$ cat config.mk
export PLATFORM = sky130hd
export DESIGN_NAME = ucesd_top
export DESIGN_NICKNAME = d
export VERILOG_FILES = /design/src/core/ucesd_pkg.sv /design/src/core/ucesd_top.sv /design/src/core/ucesd_snoop_match.sv /design/src/core/ucesd_occ_count.sv
export VERILOG_INCLUDE_DIRS = /design/src /design/src/core
export SDC_FILE = /design/constraint.sdc
export NUM_CORES = 1
export LEC_CHECK = 0
export ABC_AREA = 1
export CORE_UTILIZATION = 50
export DETAILED_ROUTE_END_ITERATION = 8
export DONT_BUFFER_PORTS = 1
export PLACE_DENSITY_LB_ADDON = 0.3
export SLEW_MARGIN = 5
export SYNTH_ARGS = -nofsm -noshare
export SYNTH_HDL_FRONTEND = slang
export SYNTH_HIERARCHICAL = 1
export SYNTH_SLANG_ARGS = --single-unit
export TNS_END_PERCENT = 30
$ cat constraint.sdc
create_clock -name clk -period 2.8 [get_ports clk]
set_clock_uncertainty 0.05 [all_clocks]
set_input_delay 0.14 -clock clk [delete_from_list [all_inputs] [get_ports clk]]
set_output_delay 0.14 -clock clk [all_outputs]
set_load 0.01 [all_outputs]
$ cat src/core/ucesd_map.svh
// Purpose: constants for the uncore event select decode block
// Assumes: event numbers and unit masks are eight bits wide
// Notes: Function list below
// Function
// - Fill event mask 01 counts modified fills
// - Fill masks 02/04/08 count exclusive, shared, forward
// - Fill mask 0F counts fills in any state
// - Victim mask 01 counts modified evictions
// - Victim masks 02/04/08/10 count E,S,I,F evictions
// - Victim mask 1F counts every eviction
// - Snoop masks 01/02 count to shared/invalid
// - Snoop mask 04 filters shared moves by prior state
// - Snoop mask 08 filters invalid moves by prior state
// - Filter value 8 selects forward prior state
// - Request masks 01/02 count I/O hub reads/writes
// - Request masks 04/08 count remote reads/writes
// - Request masks 10/20 count local reads/writes
// - Full event adds one per full tracker cycle
// - Busy event adds one per busy tracker cycle
// - Occupancy event accumulates selected tracker read occupancy
`ifndef UCESD_MAP_SVH
`define UCESD_MAP_SVH
`define UCESD_EV_FILL 8'h0a
`define UCESD_EV_VICTIM 8'h0b
`define UCESD_EV_SNOOP 8'h0c
`define UCESD_EV_HREQ 8'h20
`define UCESD_EV_FULL 8'h21
`define UCESD_EV_BUSY 8'h22
`define UCESD_EV_OCC 8'h23
`define UCESD_UM_SNP_S_BIT 0
`define UCESD_UM_SNP_I_BIT 1
`define UCESD_UM_SNP_S_PRIOR_BIT 2
`define UCESD_UM_SNP_I_PRIOR_BIT 3
`define UCESD_UM_FILL_ANY 8'h0f
`define UCESD_UM_VICT_ANY 8'h1f
`define UCESD_UM_SNP_S_FILT 8'h04
`define UCESD_UM_SNP_I_FILT 8'h08
`define UCESD_UM_TRK_IO 8'h01
`define UCESD_UM_TRK_REMOTE 8'h02
`define UCESD_UM_TRK_LOC 8'h04
`define UCESD_UM_FILL_E 8'h02
`define UCESD_UM_FILL_F 8'h08
`define UCESD_UM_VICT_E 8'h02
`define UCESD_UM_VICT_I 8'h08
`define UCESD_UM_VICT_F 8'h10
`define UCESD_UM_SNP_I_ANY 8'h02
`define UCESD_UM_REQ_REMOTE_RD 8'h04
`define UCESD_UM_REQ_LOC_WR 8'h20
`define UCESD_FILL_W 4
`define UCESD_VICT_W 5
`define UCESD_HREQ_W 6
`define UCESD_TRK_N 3
`define UCESD_TRK_IO 0
`define UCESD_TRK_REMOTE 1
`define UCESD_TRK_LOC 2
`define UCESD_FILT_FWD 4'h8
`endif

$ cat src/core/ucesd_pkg.sv
// Purpose: shared types for the uncore event select decode block
// Assumes: one-hot coherence state vectors from the cache logic
// Notes: field order puts each state on its unit-mask bit
package ucesd_pkg;
	// Bit order m,e,s,f from LSB matches fill mask and snoop filter
	typedef struct packed {
		logic f;
		logic s;
		logic e;
		logic m;
	} ucesd_line_t;

	typedef struct packed {
		logic f;
		logic i;
		logic s;
		logic e;
		logic m;
	} ucesd_victim_t;

	typedef struct packed {
		logic loc_wr;
		logic loc_rd;
		logic remote_wr;
		logic remote_rd;
		logic io_wr;
		logic io_rd;
	} ucesd_hreq_t;

	typedef struct packed {
		logic loc;
		logic remote;
		logic io;
	} ucesd_trk_t;

	typedef struct packed {
		logic [7:0] event_num;
		logic [7:0] umask;
		ucesd_line_t filter;
	} ucesd_sel_t;

	typedef struct packed {
		logic valid;
		logic to_shared;
		logic to_invalid;
		ucesd_line_t prior;
	} ucesd_snoop_t;
endpackage : ucesd_pkg

$ cat src/core/ucesd_top.sv
// Purpose: event select decode and counter for the cache and home-logic monitor
// Assumes: all event inputs come from logic on clk, so none are synchronised
// Notes: decode is registered, the counter adds one cycle later
`timescale 1ns/100ps
`include "ucesd_map.svh"
module ucesd_top #(
	parameter int CNT_W = 48,
	parameter int ENTRIES = 32,
	parameter int INC_W = 8
) (
	input wire logic clk,
	input wire logic rst,
	input wire ucesd_pkg::ucesd_sel_t sel,
	input wire logic count_en,
	input wire logic count_clear,
	input wire logic fill_valid,
	input wire ucesd_pkg::ucesd_line_t fill_state,
	input wire logic victim_valid,
	input wire ucesd_pkg::ucesd_victim_t victim_state,
	input wire ucesd_pkg::ucesd_snoop_t snoop,
	input wire ucesd_pkg::ucesd_hreq_t hreq,
	input wire ucesd_pkg::ucesd_trk_t trk_full,
	input wire ucesd_pkg::ucesd_trk_t trk_busy,
	input wire logic [ENTRIES-1:0] io_rd_valid,
	input wire logic [ENTRIES-1:0] remote_rd_valid,
	input wire logic [ENTRIES-1:0] loc_rd_valid,
	output logic [CNT_W-1:0] count_r,
	output logic overflow_r,
	output logic hit_r
);
	logic [INC_W-1:0] inc_nxt;
	logic [INC_W-1:0] inc_r;
	logic snoop_hit;
	logic fill_hit;
	logic victim_hit;
	logic [`UCESD_HREQ_W-1:0] hreq_sel;
	logic [`UCESD_TRK_N-1:0] full_sel;
	logic [`UCESD_TRK_N-1:0] busy_sel;
	logic [INC_W-1:0] occ_cnt [`UCESD_TRK_N];
	logic [ENTRIES-1:0] trk_rd_valid [`UCESD_TRK_N];
	logic [CNT_W:0] sum;

	function automatic logic [INC_W-1:0] ucesd_ones(input logic [7:0] v);
		logic [INC_W-1:0] n;
		n = '0;
		for (int k = 0; k < 8; k++) begin
			n = n + INC_W'(v[k]);
		end
		return n;
	endfunction : ucesd_ones

	ucesd_snoop_match u_snoop (
		.snoop(snoop),
		.umask(sel.umask),
		.filter(sel.filter),
		.hit(snoop_hit)
	);

	assign trk_rd_valid[`UCESD_TRK_IO] = io_rd_valid;
	assign trk_rd_valid[`UCESD_TRK_REMOTE] = remote_rd_valid;
	assign trk_rd_valid[`UCESD_TRK_LOC] = loc_rd_valid;

	// Each tracker is summed only when its unit-mask bit selects it
	for (genvar t = 0; t < `UCESD_TRK_N; t++) begin : g_occ
		ucesd_occ_count #(
			.ENTRIES(ENTRIES),
			.OUT_W(INC_W)
		) u_occ (
			.enable(sel.umask[t]),
			.rd_valid(trk_rd_valid[t]),
			.count(occ_cnt[t])
		);
	end

	// Mask bits line up with the one-hot state vectors, so a multi-bit
	// mask such as the any-state value is a plain OR of its members
	assign fill_hit = fill_valid && |(sel.umask[`UCESD_FILL_W-1:0] & fill_state);
	assign victim_hit = victim_valid &&
		|(sel.umask[`UCESD_VICT_W-1:0] & victim_state);
	assign hreq_sel = sel.umask[`UCESD_HREQ_W-1:0] & hreq;
	assign full_sel = sel.umask[`UCESD_TRK_N-1:0] & trk_full;
	assign busy_sel = sel.umask[`UCESD_TRK_N-1:0] & trk_busy;

	// Unknown event numbers decode to nothing rather than a stale event
	always_comb begin
		inc_nxt = '0;
		unique case (sel.event_num)
			`UCESD_EV_FILL: inc_nxt = INC_W'(fill_hit);
			`UCESD_EV_VICTIM: inc_nxt = INC_W'(victim_hit);
			`UCESD_EV_SNOOP: inc_nxt = INC_W'(snoop_hit);
			`UCESD_EV_HREQ: inc_nxt = ucesd_ones(8'(hreq_sel));
			`UCESD_EV_FULL: inc_nxt = ucesd_ones(8'(full_sel));
			`UCESD_EV_BUSY: inc_nxt = ucesd_ones(8'(busy_sel));
			`UCESD_EV_OCC: inc_nxt = occ_cnt[`UCESD_TRK_IO] + occ_cnt[`UCESD_TRK_REMOTE] +
				occ_cnt[`UCESD_TRK_LOC];
			default: inc_nxt = '0;
		endcase
	end

	always_ff @(posedge clk or posedge rst) begin
		if (rst) begin
			inc_r <= '0;
		end else begin
			inc_r <= inc_nxt;
		end
	end

	always_ff @(posedge clk or posedge rst) begin
		if (rst) begin
			hit_r <= 1'b0;
		end else begin
			hit_r <= (inc_nxt != '0);
		end
	end

	assign sum = {1'b0, count_r} + (CNT_W+1)'(inc_r);

	// Clear takes priority over counting on the counter itself
	always_ff @(posedge clk or posedge rst) begin
		if (rst) begin
			count_r <= '0;
		end else if (count_clear) begin
			count_r <= '0;
		end else if (count_en) begin
			count_r <= sum[CNT_W-1:0];
		end
	end

	// Clear blocks the add, so a wrap can never meet a clear in one cycle
	always_ff @(posedge clk or posedge rst) begin
		if (rst) begin
			overflow_r <= 1'b0;
		end else begin
			overflow_r <= (count_en && !count_clear && sum[CNT_W]) ||
				(overflow_r && !count_clear);
		end
	end

	// Checks
	logic ev_known;
	logic [INC_W-1:0] io_occ_ref;
	logic snoop_prior_ref;
	logic [INC_W-1:0] remote_occ_ref;
	logic [INC_W-1:0] loc_occ_ref;

	assign ev_known = (sel.event_num == `UCESD_EV_FILL) || (sel.event_num == `UCESD_EV_VICTIM) ||
		(sel.event_num == `UCESD_EV_SNOOP) || (sel.event_num == `UCESD_EV_HREQ) ||
		(sel.event_num == `UCESD_EV_FULL) || (sel.event_num == `UCESD_EV_BUSY) ||
		(sel.event_num == `UCESD_EV_OCC);
	assign io_occ_ref = INC_W'($countones(io_rd_valid));
	// Reference terms written from the rules, apart from the decode above
	assign snoop_prior_ref = |(sel.filter & snoop.prior);
	assign remote_occ_ref = INC_W'($countones(remote_rd_valid));
	assign loc_occ_ref = INC_W'($countones(loc_rd_valid));
endmodule : ucesd_top

$ cat src/core/ucesd_snoop_match.sv
// Purpose: decide whether one remote snoop matches the snoop unit mask
// Assumes: prior state is one-hot when a snoop is valid
// Notes: combinational, result consumed in the same cycle
`timescale 1ns/100ps
`include "ucesd_map.svh"
module ucesd_snoop_match (
	input wire ucesd_pkg::ucesd_snoop_t snoop,
	input wire logic [7:0] umask,
	input wire ucesd_pkg::ucesd_line_t filter,
	output logic hit
);
	logic prior_ok;

	// Forward prior state is filter bit 3, value 8
	assign prior_ok = |(filter & snoop.prior);

	// One snoop counts once even when several mask bits match it
	always_comb begin
		hit = 1'b0;
		if (snoop.valid) begin
			hit = (umask[`UCESD_UM_SNP_S_BIT] && snoop.to_shared) ||
				(umask[`UCESD_UM_SNP_I_BIT] && snoop.to_invalid) ||
				(umask[`UCESD_UM_SNP_S_PRIOR_BIT] && snoop.to_shared && prior_ok) ||
				(umask[`UCESD_UM_SNP_I_PRIOR_BIT] && snoop.to_invalid && prior_ok);
		end
	end
endmodule : ucesd_snoop_match

$ cat src/core/ucesd_occ_count.sv
// Purpose: count the valid read entries of one home tracker
// Assumes: one valid bit per tracker entry
// Notes: yields zero when the tracker is not selected
`timescale 1ns/100ps
module ucesd_occ_count #(
	parameter int ENTRIES = 32,
	parameter int OUT_W = 8
) (
	input wire logic enable,
	input wire logic [ENTRIES-1:0] rd_valid,
	output logic [OUT_W-1:0] count
);
	logic [OUT_W-1:0] acc;

	always_comb begin
		acc = '0;
		for (int k = 0; k < ENTRIES; k++) begin
			acc = acc + OUT_W'(rd_valid[k]);
		end
		count = enable ? acc : '0;
	end
endmodule : ucesd_occ_count

==> results of run 1 <==
## power by group through the flow
stage / logic [mW] / clock network, mW / registers (mW)
after global routing: 10.1 / 1.08 / 0.856
after floorplan: 5.16 / 0 / 0.867
after detailed placement: 7.47 / 0 / 0.870
after global placement: 7.34 / 0 / 0.870
after CTS: 7.76 / 1.05 / 0.856
final: 8.80 / 1.04 / 0.857
## how the worst max path moves through the flow
| stage | start | endpoint | slack, ps | depth (start not counted) |
|---|---|---|---|---|
| global route | remote_rd_valid[9] | hit_r | -2990 | 28 |
| finish | remote_rd_valid[0] | hit_r | -2720 | 24 |
| detailed placement | io_rd_valid[27] | hit_r | -3150 | 24 |
| floorplan | loc_rd_valid[17] | hit_r | -2900 | 24 |
| CTS | remote_rd_valid[17] | hit_r | -2730 | 24 |
| global placement | remote_rd_valid[27] | hit_r | -3090 | 24 |
## area by class of cell
| cell class | count | area share, % |
|---|---|---|
| tap | 184 | 2.71 |
| timing repair buffer | 31 | 2.87 |
| sequential | 58 | 17.1 |
| clock inverter | 2 | 0.118 |
| clock buffer | 14 | 3.22 |
| multi-input combinational | 768 | 61.8 |
| inverter | 274 | 12.2 |
## layer usage
metal  up-vias  share of wire [%]  routed length, um
li1       3402                  -                  -
met3        37                6.9               1270
met1      3167                 42               7630
met4         0                2.8                514
met2       226                 49               8880
met5         -                  0                  0
## repair_timing
item	in CTS	in global routing
resized for setup	10	29
pin swaps	15	35
hold buffers	3	0
setup buffers	0	4
hold endpoints to repair	32	0
gates cloned	0	0
setup endpoints to repair	9	9
## sequential cells by signal, indices dropped and copies added, names as in the netlist
name        cells
inc_r           8
overflow_r      1
hit_r           1
count_r        48
## Yosys cell counts (5+ instances only)
cell / number / area [sq um]
a21oi_1: 32 / 160
buf_4: 7 / 52.6
dfrtp_1: 58 / 1450
fa_1: 86 / 1720
ha_1: 36 / 450
inv_1: 267 / 1000
inv_2: 6 / 22.5
nand2_1: 279 / 1050
nand2_2: 10 / 62.6
nand3_1: 60 / 300
nand3_2: 5 / 50.1
nand3b_1: 5 / 37.5
nand4_1: 32 / 200
nor2_1: 130 / 488
nor2_2: 10 / 62.6
nor3_1: 12 / 60.1
nor3b_1: 8 / 60.1
o21ai_0: 22 / 110
## cell families after synthesis
family,Yosys count,share of synthesized area [%]
AOI/OAI and AO/OA,66,4.58
buffers and inverters,287,14.4
and+or+nand+nor,568,33.0
xor gates and xnor gates,6,0.684
other,3,0.147
DFF,58,18.9
adders and majority gates,122,28.3
## through the flow
| step | utilization, % | total power [mW] | setup TNS (ps) | instance area [sq um] |
|---|---|---|---|---|
| 4_1_cts | 56.8 | 9.67 | -21690 | 8380 |
| 3_5_place_dp | 54.5 | 8.34 | -25590 | 8040 |
| 2_1_floorplan | - | 6.03 | -22670 | 7710 |
| 3_3_place_gp | 54.5 | 8.21 | -25060 | 8040 |
| 5_1_grt | 57.6 | 12.1 | -24160 | 8500 |
| 6_report | 57.6 | 10.7 | -21770 | 8500 |
## worst register-to-register path, stage by stage (launching register included)
cell and delay, ps:
dfrtp_1 430, ha_1 240, inv_1 70, fa_1 350, inv_1 110, nand2_1 80, nand2_1 110, nand3_1 150
nand2_2 230, nand3_4 150, nor2_8 170, nand3_1 90, nand2_1 70, nor2_1 50
==> metrics, run 1 <==
synthesis-stage register bit count=58; failing checks=negative setup slack; GRT Overall Usage=24.1%; drt first-iter violations=445; P per Cell Area=1260 mW/mm^2; Hold Worst Slack=18.9 ps; Num Clock Sinks=58; WHS Endpoint=count_r[20]; Critical Path RT=2970 ps; cell chain of the critical path=inv_1 -> fa_1 -> fa_1 -> fa_1 -> fa_1 -> fa_1 -> fa_1 -> inv_1 -> ha_2 -> inv_2 -> fa_2 -> nor2_1 -> inv_1 -> fa_1 -> inv_2 -> ha_4 -> fa_2 -> and3_4 -> nor2_1 -> nand2_1 -> nand3_1 -> nand2_1 -> nor2_1 -> nand2_1; Comb power frac=82.3%; total global routing overflow=0; Critical R2R Capture=count_r[36]; FF-to-FF Start=count_r[0]; final cell count without fillers=1331; vias in the first global route=6585; Reg area=0.00145 sq mm; # setup viols final=9; largest net degree at the start of global routing=28; DRC Markers=0; CP arrival=5690 ps; Mapped Area=0.00768 sq mm; met1 global-route usage=29.4%; peak supply drop=0.00171 V; Reg2Reg Depth=13; CP Capture Type=flip-flop; area of the multi-input gates=0.00525 sq mm; fill count=1428; Total Wirelength=18300 um; starting density of the core=52.1%; initial antenna violation count=0; Die ar.=0.0159 sq mm; Final ANT Viol Nets=0; Slew headroom=45.0%; Unique masters post-synth=43; Max Cap Viol=0; Startpoint Class=input pin; Final period util=197%; Post-DP HPWL=15400 um; CTS tree=yes; Gate Count Post-Synth=1110; Hold Path Class=input pin to flip-flop; met2 Resource Use GR=41.1%; Initial DRT Pass Iterations=6; Bufs on Longest Clock Path=2; share of cells above drive strength 1=10.6%; CTS root buf=clkbuf_16; CTS H-tree lvls=3; Most common cell on crit path=fa_1; CP peak stage delay=560 ps; clk slew on worst S/H paths=50 ps; GR peak layer=met2; total inserted antenna cells=0; Clk network pwr share=9.7%; fin worst setup slack=-2720 ps; P_leak=4.62 nW; Top delay family on crit path=adder cells; critical path peak fanout=3; DR vias=6832; area grow syn2layout=10.6%; Avg Synthesized Cell Area=6.92 sq um; Sw Share=46.0%; core area=0.0148 sq mm; CTS buffer count=9; fin. max-slew vios=0; Crit Path Category=input pin to flip-flop; leading cell types in the layout, fill and taps excluded=274 x nand2_1, 256 x inv_1, 124 x nor2_1; met3 Track Usage GR=5.06%; GPL Wtd Cong=0.963; placed insts=1308; Hold Path Stages=2; Die Ht=126 um; post-synthesis sequential area ratio=18.9%; vias per cell=5.13; unrepaired setup endpoints after global routing=yes; min-delay src=count_en; total net switching power=4.92 mW; Clk Latency, worst-skew pair=340 ps; post-place setup slack=-3150 ps; Max Fclk=0.181 GHz; final hold vios=0; Synth Warn #=6; commonest non-fill, non-tap cell in the layout=nand2_1; outcome=finished with violations; Top FF cell, synth=dfrtp_1; Async S/R FF share, synth=100%; fin crit period=5520 ps; WL/cell=13.7 um; Slowest-stage cell, CP=fa_1; Post-synth EDFFs=0; IO Pins=200; Pint=5.78 mW; first-pass GRT wire length=30700 um; Worst Path Buf+Inv=5; Reg power frac=8.0%; Least-Margin Pin Slew=825 ps; Total Nets Final=1414; PortBufs=0; die width=126 um; Cell Rows=44; FF-to-FF setup slack=330 ps
(Power assumes the default switching activity.)
==> run 2, diff against run 1 <==
REMOVE_ABC_BUFFERS = 1   (was unset)
==> run 2 against run 1 <==
Against the previous run:
- the flow still finishes with violations (negative setup slack)
- register-to-register slack hardly changed
- die area unchanged
- worst hold slack worse by 15 ps
- clock power increased by 8%
- non-clock buffer count is 3 lower
- first-iteration DRC count is 3.1% higher
- largest power group unchanged
==> metrics, run 2 (synthesis gave the netlist of run 1 again) <==
Placed Area=0.00802 sq mm (-0.28%); area grow syn2layout=10.0%; Die ar.=0.0159 sq mm (unchanged); fill count=1416 (-0.84%); post-place setup slack=-3300 ps (-155 ps); Clk Latency, worst-skew pair=340 ps (about the same); CTS root buf=clkbuf_16; CP peak stage delay=540 ps (-20 ps); min-delay src=count_en; Critical Path RT=3020 ps (+50 ps); Slowest-stage cell, CP=fa_1; Bufs on Longest Clock Path=2 (unchanged); CP arrival=5730 ps (+40 ps); Reg2Reg Depth=13 (unchanged); starting density of the core=52.1% (unchanged); Critical R2R Capture=count_r[22]; area of the multi-input gates=0.00523 sq mm (-0.52%); share of the core filled with cells=57.3% (-0.31 points); GRT Overall Usage=25.1% (+1.0 points); fin worst setup slack=-2710 ps (+12.2 ps); PortBufs=0 (unchanged); Post-DP HPWL=16100 um (+4.8%); final cell count without fillers=1328 (-0.23%); total global routing overflow=0 (unchanged); fin crit period=5510 ps (-12.2 ps); biggest regs=count_r: 48 flops, inc_r: 8 flops; die width=126 um (unchanged); initial antenna violation count=0 (unchanged); Hold Worst Slack=3.88 ps (-15.1 ps); Max Fclk=0.182 GHz (+0.22%); Most common cell on crit path=fa_1; Max Cap Viol=0 (unchanged); Top reg by flops=count_r; core area=0.0148 sq mm (unchanged); drt first-iter violations=459 (+3.1%); Initial DRT Pass Iterations=7 (+1); vias in the first global route=6754 (+2.6%); CTS H-tree lvls=3 (unchanged); placed insts=1307 (-0.076%); CP Capture Type=flip-flop; DR vias=6857 (+0.37%); # setup viols final=9 (unchanged); failing checks=negative setup slack; Num Clock Sinks=58 (unchanged); unrepaired setup endpoints after global routing=yes; Crit Path Category=input pin to flip-flop; Die Ht=126 um (unchanged); fin. max-slew vios=0 (unchanged); outcome=finished with violations; Slew headroom=53.2% (+8.2 points); first-pass GRT wire length=31500 um (+2.6%); P per Cell Area=1180 mW/mm^2 (-5.9%); Startpoint Class=input pin; Total Wirelength=19300 um (+5.7%); GPL Wtd Cong=0.930 (-3.4%); vias per cell=5.16 (+0.59%); peak supply drop=0.00154 V (-10%); share of cells above drive strength 1=8.92% (-1.7 points); FF-to-FF setup slack=340 ps (about the same); leading cell types in the layout, fill and taps excluded=278 x nand2_1, 262 x inv_1, 123 x nor2_1; CTS buffer count=9 (unchanged); Final ANT Viol Nets=0 (unchanged); clk slew on worst S/H paths=60 ps (about the same); total inserted antenna cells=0 (unchanged); largest net degree at the start of global routing=22 (-21%); Total Nets Final=1411 (-0.21%); CTS tree=yes; Reg area=0.00145 sq mm (unchanged); Hold Path Class=input pin to flip-flop; total power draw=10.0 mW (-6.4%); Final period util=197% (-0.44 points); final hold vios=0 (unchanged); Worst setup startpoint=io_rd_valid[17]; max FFs per register=48 (unchanged); P_leak=4.61 nW (-0.23%); Cell Rows=44 (unchanged); cell chain of the critical path=fa_1 -> inv_1 -> fa_1 -> fa_1 -> fa_1 -> fa_1 -> fa_1 -> inv_1 -> ha_1 -> inv_1 -> fa_2 -> nor2_1 -> inv_1 -> fa_1 -> inv_2 -> ha_4 -> fa_2 -> buf_4 -> xor2_2 -> nand2_1 -> buf_4 -> buf_4 -> inv_1; commonest non-fill, non-tap cell in the layout=nand2_1; TNS Setup=-21560 ps (+208 ps); IO Pins=200 (unchanged); critical path peak fanout=3 (unchanged); Hold Path Stages=2 (unchanged); Least-Margin Pin Slew=700 ps (-124 ps); WL/cell=14.6 um (+5.9%); FF-to-FF Start=count_r[0]; Final Cell Area=0.00845 sq mm (-0.54%); DRC Markers=0 (unchanged); WHS Endpoint=count_r[20]
==> run 2: changes by cell type in the layout (fill, tap and decap cells not counted), moves of 2 or more <==
cell	delta
buf_4	-2
inv_2	-5
inv_1	+6
a21oi_2	-4
nand2_1	+4
a21oi_1	+4
nand2_2	-4
==> run 2: layer usage <==
layer / share of wire [%] / track usage (%)
met1: 39 / 29.0
met2: 52 / 46.8
met3: 7.7 / 4.76
met4: 1.6 / 7.51
met5: 0 / 0
==> run 2: worst max-delay path, delay by kind of cell <==
family                     cells  cell delay (ps)
adders and majority gates     11             4560
buffers and inverters          9              710
and+or+nand+nor                2              180
xor gates and xnor gates       1              110
==> run 2: report_power, final <==
| group | total [mW] | switching, mW | internal, mW | leakage [nW] |
|---|---|---|---|---|
| registers | 0.857 | 0.00902 | 0.848 | 0.811 |
| logic | 8.03 | 4.26 | 3.77 | 3.65 |
| clock network | 1.12 | 0.380 | 0.736 | 0.147 |
==> run 2: repair_timing <==
| action | in CTS | in global routing |
|---|---|---|
| pin swaps | 24 | 6 |
| endpoints found under the hold margin | 30 | 0 |
| hold buffers | 3 | 0 |
| buffers inserted | 1 | 1 |
| gates resized for setup | 19 | 8 |
| setup endpoints to repair | 9 | 9 |
==> run 2: area by class of cell <==
type | count | share of cell area, %
clock buffers | 14 | 3.12
well taps | 184 | 2.72
repair buffers | 28 | 2.58
multi-input cells | 768 | 61.8
clock inverters | 2 | 0.415
flip-flops and latches | 58 | 17.2
inverters | 274 | 12.2
==> run 2: worst max-delay path by stage <==
stage                     endpoint  slack, ps  cells after the start
final                     inc_r[3]      -2710                     23
after global routing         hit_r      -2990                     29
after CTS                    hit_r      -2710                     24
after detailed placement     hit_r      -3300                     24
after global placement       hit_r      -3220                     24
after floorplan              hit_r      -3080                     24
==> run 3, diff against run 2 <==
CORE_UTILIZATION = 66   (was 50)
==> run 3 against run 2 <==
Against the previous run:
- via count is 2.4% higher
- core utilization grew 17 points
- worst hold slack better by 5.7 ps
- total power increased by 3.3%
- die area down 24%
- first-iteration DRC count up 16%
- sequential share of layout area is 0.069 points higher
- the run still ends with negative setup slack left
- sequential cell count unchanged
- critical path type unchanged
- largest cell class unchanged
- global-route usage increased by 8.1 points
==> metrics, run 3 (synthesis gave the netlist of run 1 again) <==
Bufs on Longest Clock Path=2 (unchanged); Post-DP HPWL=15600 um (-3.1%); post-place setup slack=-3270 ps (+28.9 ps); initial antenna violation count=0 (unchanged); CP Capture Type=flip-flop; drt first-iter violations=532 (+16%); Top delay family on crit path=adder cells; share of cells above drive strength 1=9.89% (+0.98 points); peak supply drop=0.00143 V (-7.0%); commonest non-fill, non-tap cell in the layout=nand2_1; core area=0.0114 sq mm (-23%); Max Fclk=0.180 GHz (-0.82%); Num Clock Sinks=58 (unchanged); Crit Path Category=input pin to flip-flop; DR vias=7022 (+2.4%); failing checks=negative setup slack; CP arrival=5720 ps (about the same); Most common cell on crit path=fa_1; cell chain of the critical path=inv_1 -> fa_1 -> fa_1 -> fa_1 -> fa_1 -> fa_1 -> fa_1 -> inv_1 -> ha_2 -> inv_2 -> fa_1 -> nor2_1 -> inv_1 -> fa_1 -> inv_2 -> ha_4 -> fa_2 -> and3_4 -> nor2_2 -> nand2_1 -> nand3_1 -> nand2_1 -> nor2_1 -> nand2_1; total inserted antenna cells=0 (unchanged); fin. max-slew vios=0 (unchanged); CP peak stage delay=550 ps (about the same); first-pass GRT wire length=30400 um (-3.7%); die width=110 um (-13%); Total Nets Final=1409 (-0.14%); Hold Worst Slack=9.58 ps (+5.70 ps); critical path peak fanout=3 (unchanged); vias per cell=5.46 (+5.8%); GRT Overall Usage=33.2% (+8.1 points); largest net degree at the start of global routing=33 (+50%); clk slew on worst S/H paths=50 ps (about the same); Cell Rows=39 (-11%); biggest regs=count_r: 48 flops, inc_r: 8 flops; Hold Path Class=input pin to flip-flop; final hold vios=0 (unchanged); Top reg by flops=count_r; area grow syn2layout=9.58%; CTS root buf=clkbuf_16; fin worst setup slack=-2750 ps (-45.7 ps); Critical Path RT=2970 ps (-50 ps); leading cell types in the layout, fill and taps excluded=275 x nand2_1, 259 x inv_1, 123 x nor2_1; Die Ht=110 um (-13%); outcome=finished with violations; Slew headroom=51.2% (-2.0 points); max FFs per register=48 (unchanged); Total Wirelength=19400 um (+0.53%); Initial DRT Pass Iterations=6 (-1); PortBufs=0 (unchanged); Startpoint Class=input pin; unrepaired setup endpoints after global routing=yes; GPL Wtd Cong=0.967 (+4.0%); fill count=896 (-37%); total global routing overflow=0 (unchanged); fin crit period=5550 ps (+45.7 ps); Final period util=198% (+1.6 points); CTS buffer count=9 (unchanged); P per Cell Area=1230 mW/mm^2 (+3.7%); Die ar.=0.0121 sq mm (-24%); CTS tree=yes; IO Pins=200 (unchanged); vias in the first global route=6767 (+0.19%); Max Cap Viol=0 (unchanged); starting density of the core=67.6% (+15 points); # setup viols final=9 (unchanged); DRC Markers=0 (unchanged); CTS H-tree lvls=3 (unchanged); Clk Latency, worst-skew pair=330 ps (about the same); Least-Margin Pin Slew=730 ps (+29.8 ps); P_leak=4.61 nW (about the same); Slowest-stage cell, CP=fa_1; Worst Path Buf+Inv=5 (-4); Final ANT Viol Nets=0 (unchanged); WL/cell=15.1 um (+3.9%)
-- run 3: changes by cell type in the layout (fill, tap and decap cells not counted), moves of 2 or more --
cell and change:
a21oi_1 -3, inv_1 -3, a21oi_2 +3, clkbuf_1 -3
nand2_2 +3, inv_2 +2, nand2_1 -3, clkinv_2 +2
buf_4 -2
-- run 3: routing by layer --
| layer | track usage [%] | vias to the layer above | share of wire [%] |
|---|---|---|---|
| met5 | 0 | - | 0 |
| met4 | 15.3 | 0 | 3.8 |
| met3 | 7.41 | 64 | 7.1 |
| met2 | 60.7 | 294 | 53 |
| met1 | 36.2 | 3276 | 37 |
| li1 | - | 3388 | - |
-- run 3: worst reg2reg max path: stages (launching register included) --
cell and delay (ps):
dfrtp_1 440, ha_1 230, inv_1 60, fa_1 350
inv_1 140, nand2_1 90, nand2_1 110, nand2_1 80
o21ai_0 380, nand2_1 130, nand2_1 80, nand2_1 40
nand4_1 80, nand2_1 70
-- run 3: stage by stage --
stage          TNS, ps  power [mW]  std cells  utilization, %  instance area [sq um]
5_1_grt         -23760        11.3       1285            74.0                   8420
4_1_cts         -21750        9.92       1284            73.7                   8380
2_1_floorplan   -23440        5.93       1100               -                   7610
6_report        -21920        10.3       1285            74.0                   8420
3_3_place_gp    -25350        7.53       1264            69.9                   7950
3_5_place_dp    -26080        7.86       1264            69.9                   7950
-- run 3: final cells by class --
type	instances	area, sq um	share of cell area, %
Multi-Input combinational cell	768	5240	62.3
Inverter	274	1040	12.3
Sequential cell	58	1450	17.2
Tap cell	143	179	2.13
Clock buffer	11	253	3.00
Clock inverter	5	52.6	0.624
Timing Repair Buffer	26	203	2.41
-- run 3: final timing paths --
check | startpoint | end | slack (ps) | cells past startpoint
setup / recovery | loc_rd_valid[9] | hit_r | -2750 | 24
hold / removal | count_en | count_r[20] | 10 | 2
setup reg to reg | count_r[0] | count_r[22] | 350 | 13
hold reg to reg | overflow_r | overflow_r | 510 | 2
max in group asynchronous | rst | count_r[6] | 1610 | 3
min in group asynchronous | rst | count_r[44] | 270 | 2
-- run 3: report_power, final --
group / total (mW) / leakage, nW / switching (mW) / internal, mW
Sequential: 0.856 / 0.811 / 0.00852 / 0.848
Combinational: 8.36 / 3.64 / 4.58 / 3.78
Clock: 1.11 / 0.151 / 0.384 / 0.731
Total: 10.3 / 4.61 / 4.97 / 5.36
-- run 3: timing repair --
| action | in CTS | in global routing |
|---|---|---|
| endpoints found under the hold margin | 39 | 0 |
| gates resized for setup | 27 | 14 |
| endpoints found under the setup margin | 9 | 9 |
| hold buffers | 3 | 0 |
| pin swaps | 34 | 19 |
| buffers inserted | 1 | 1 |
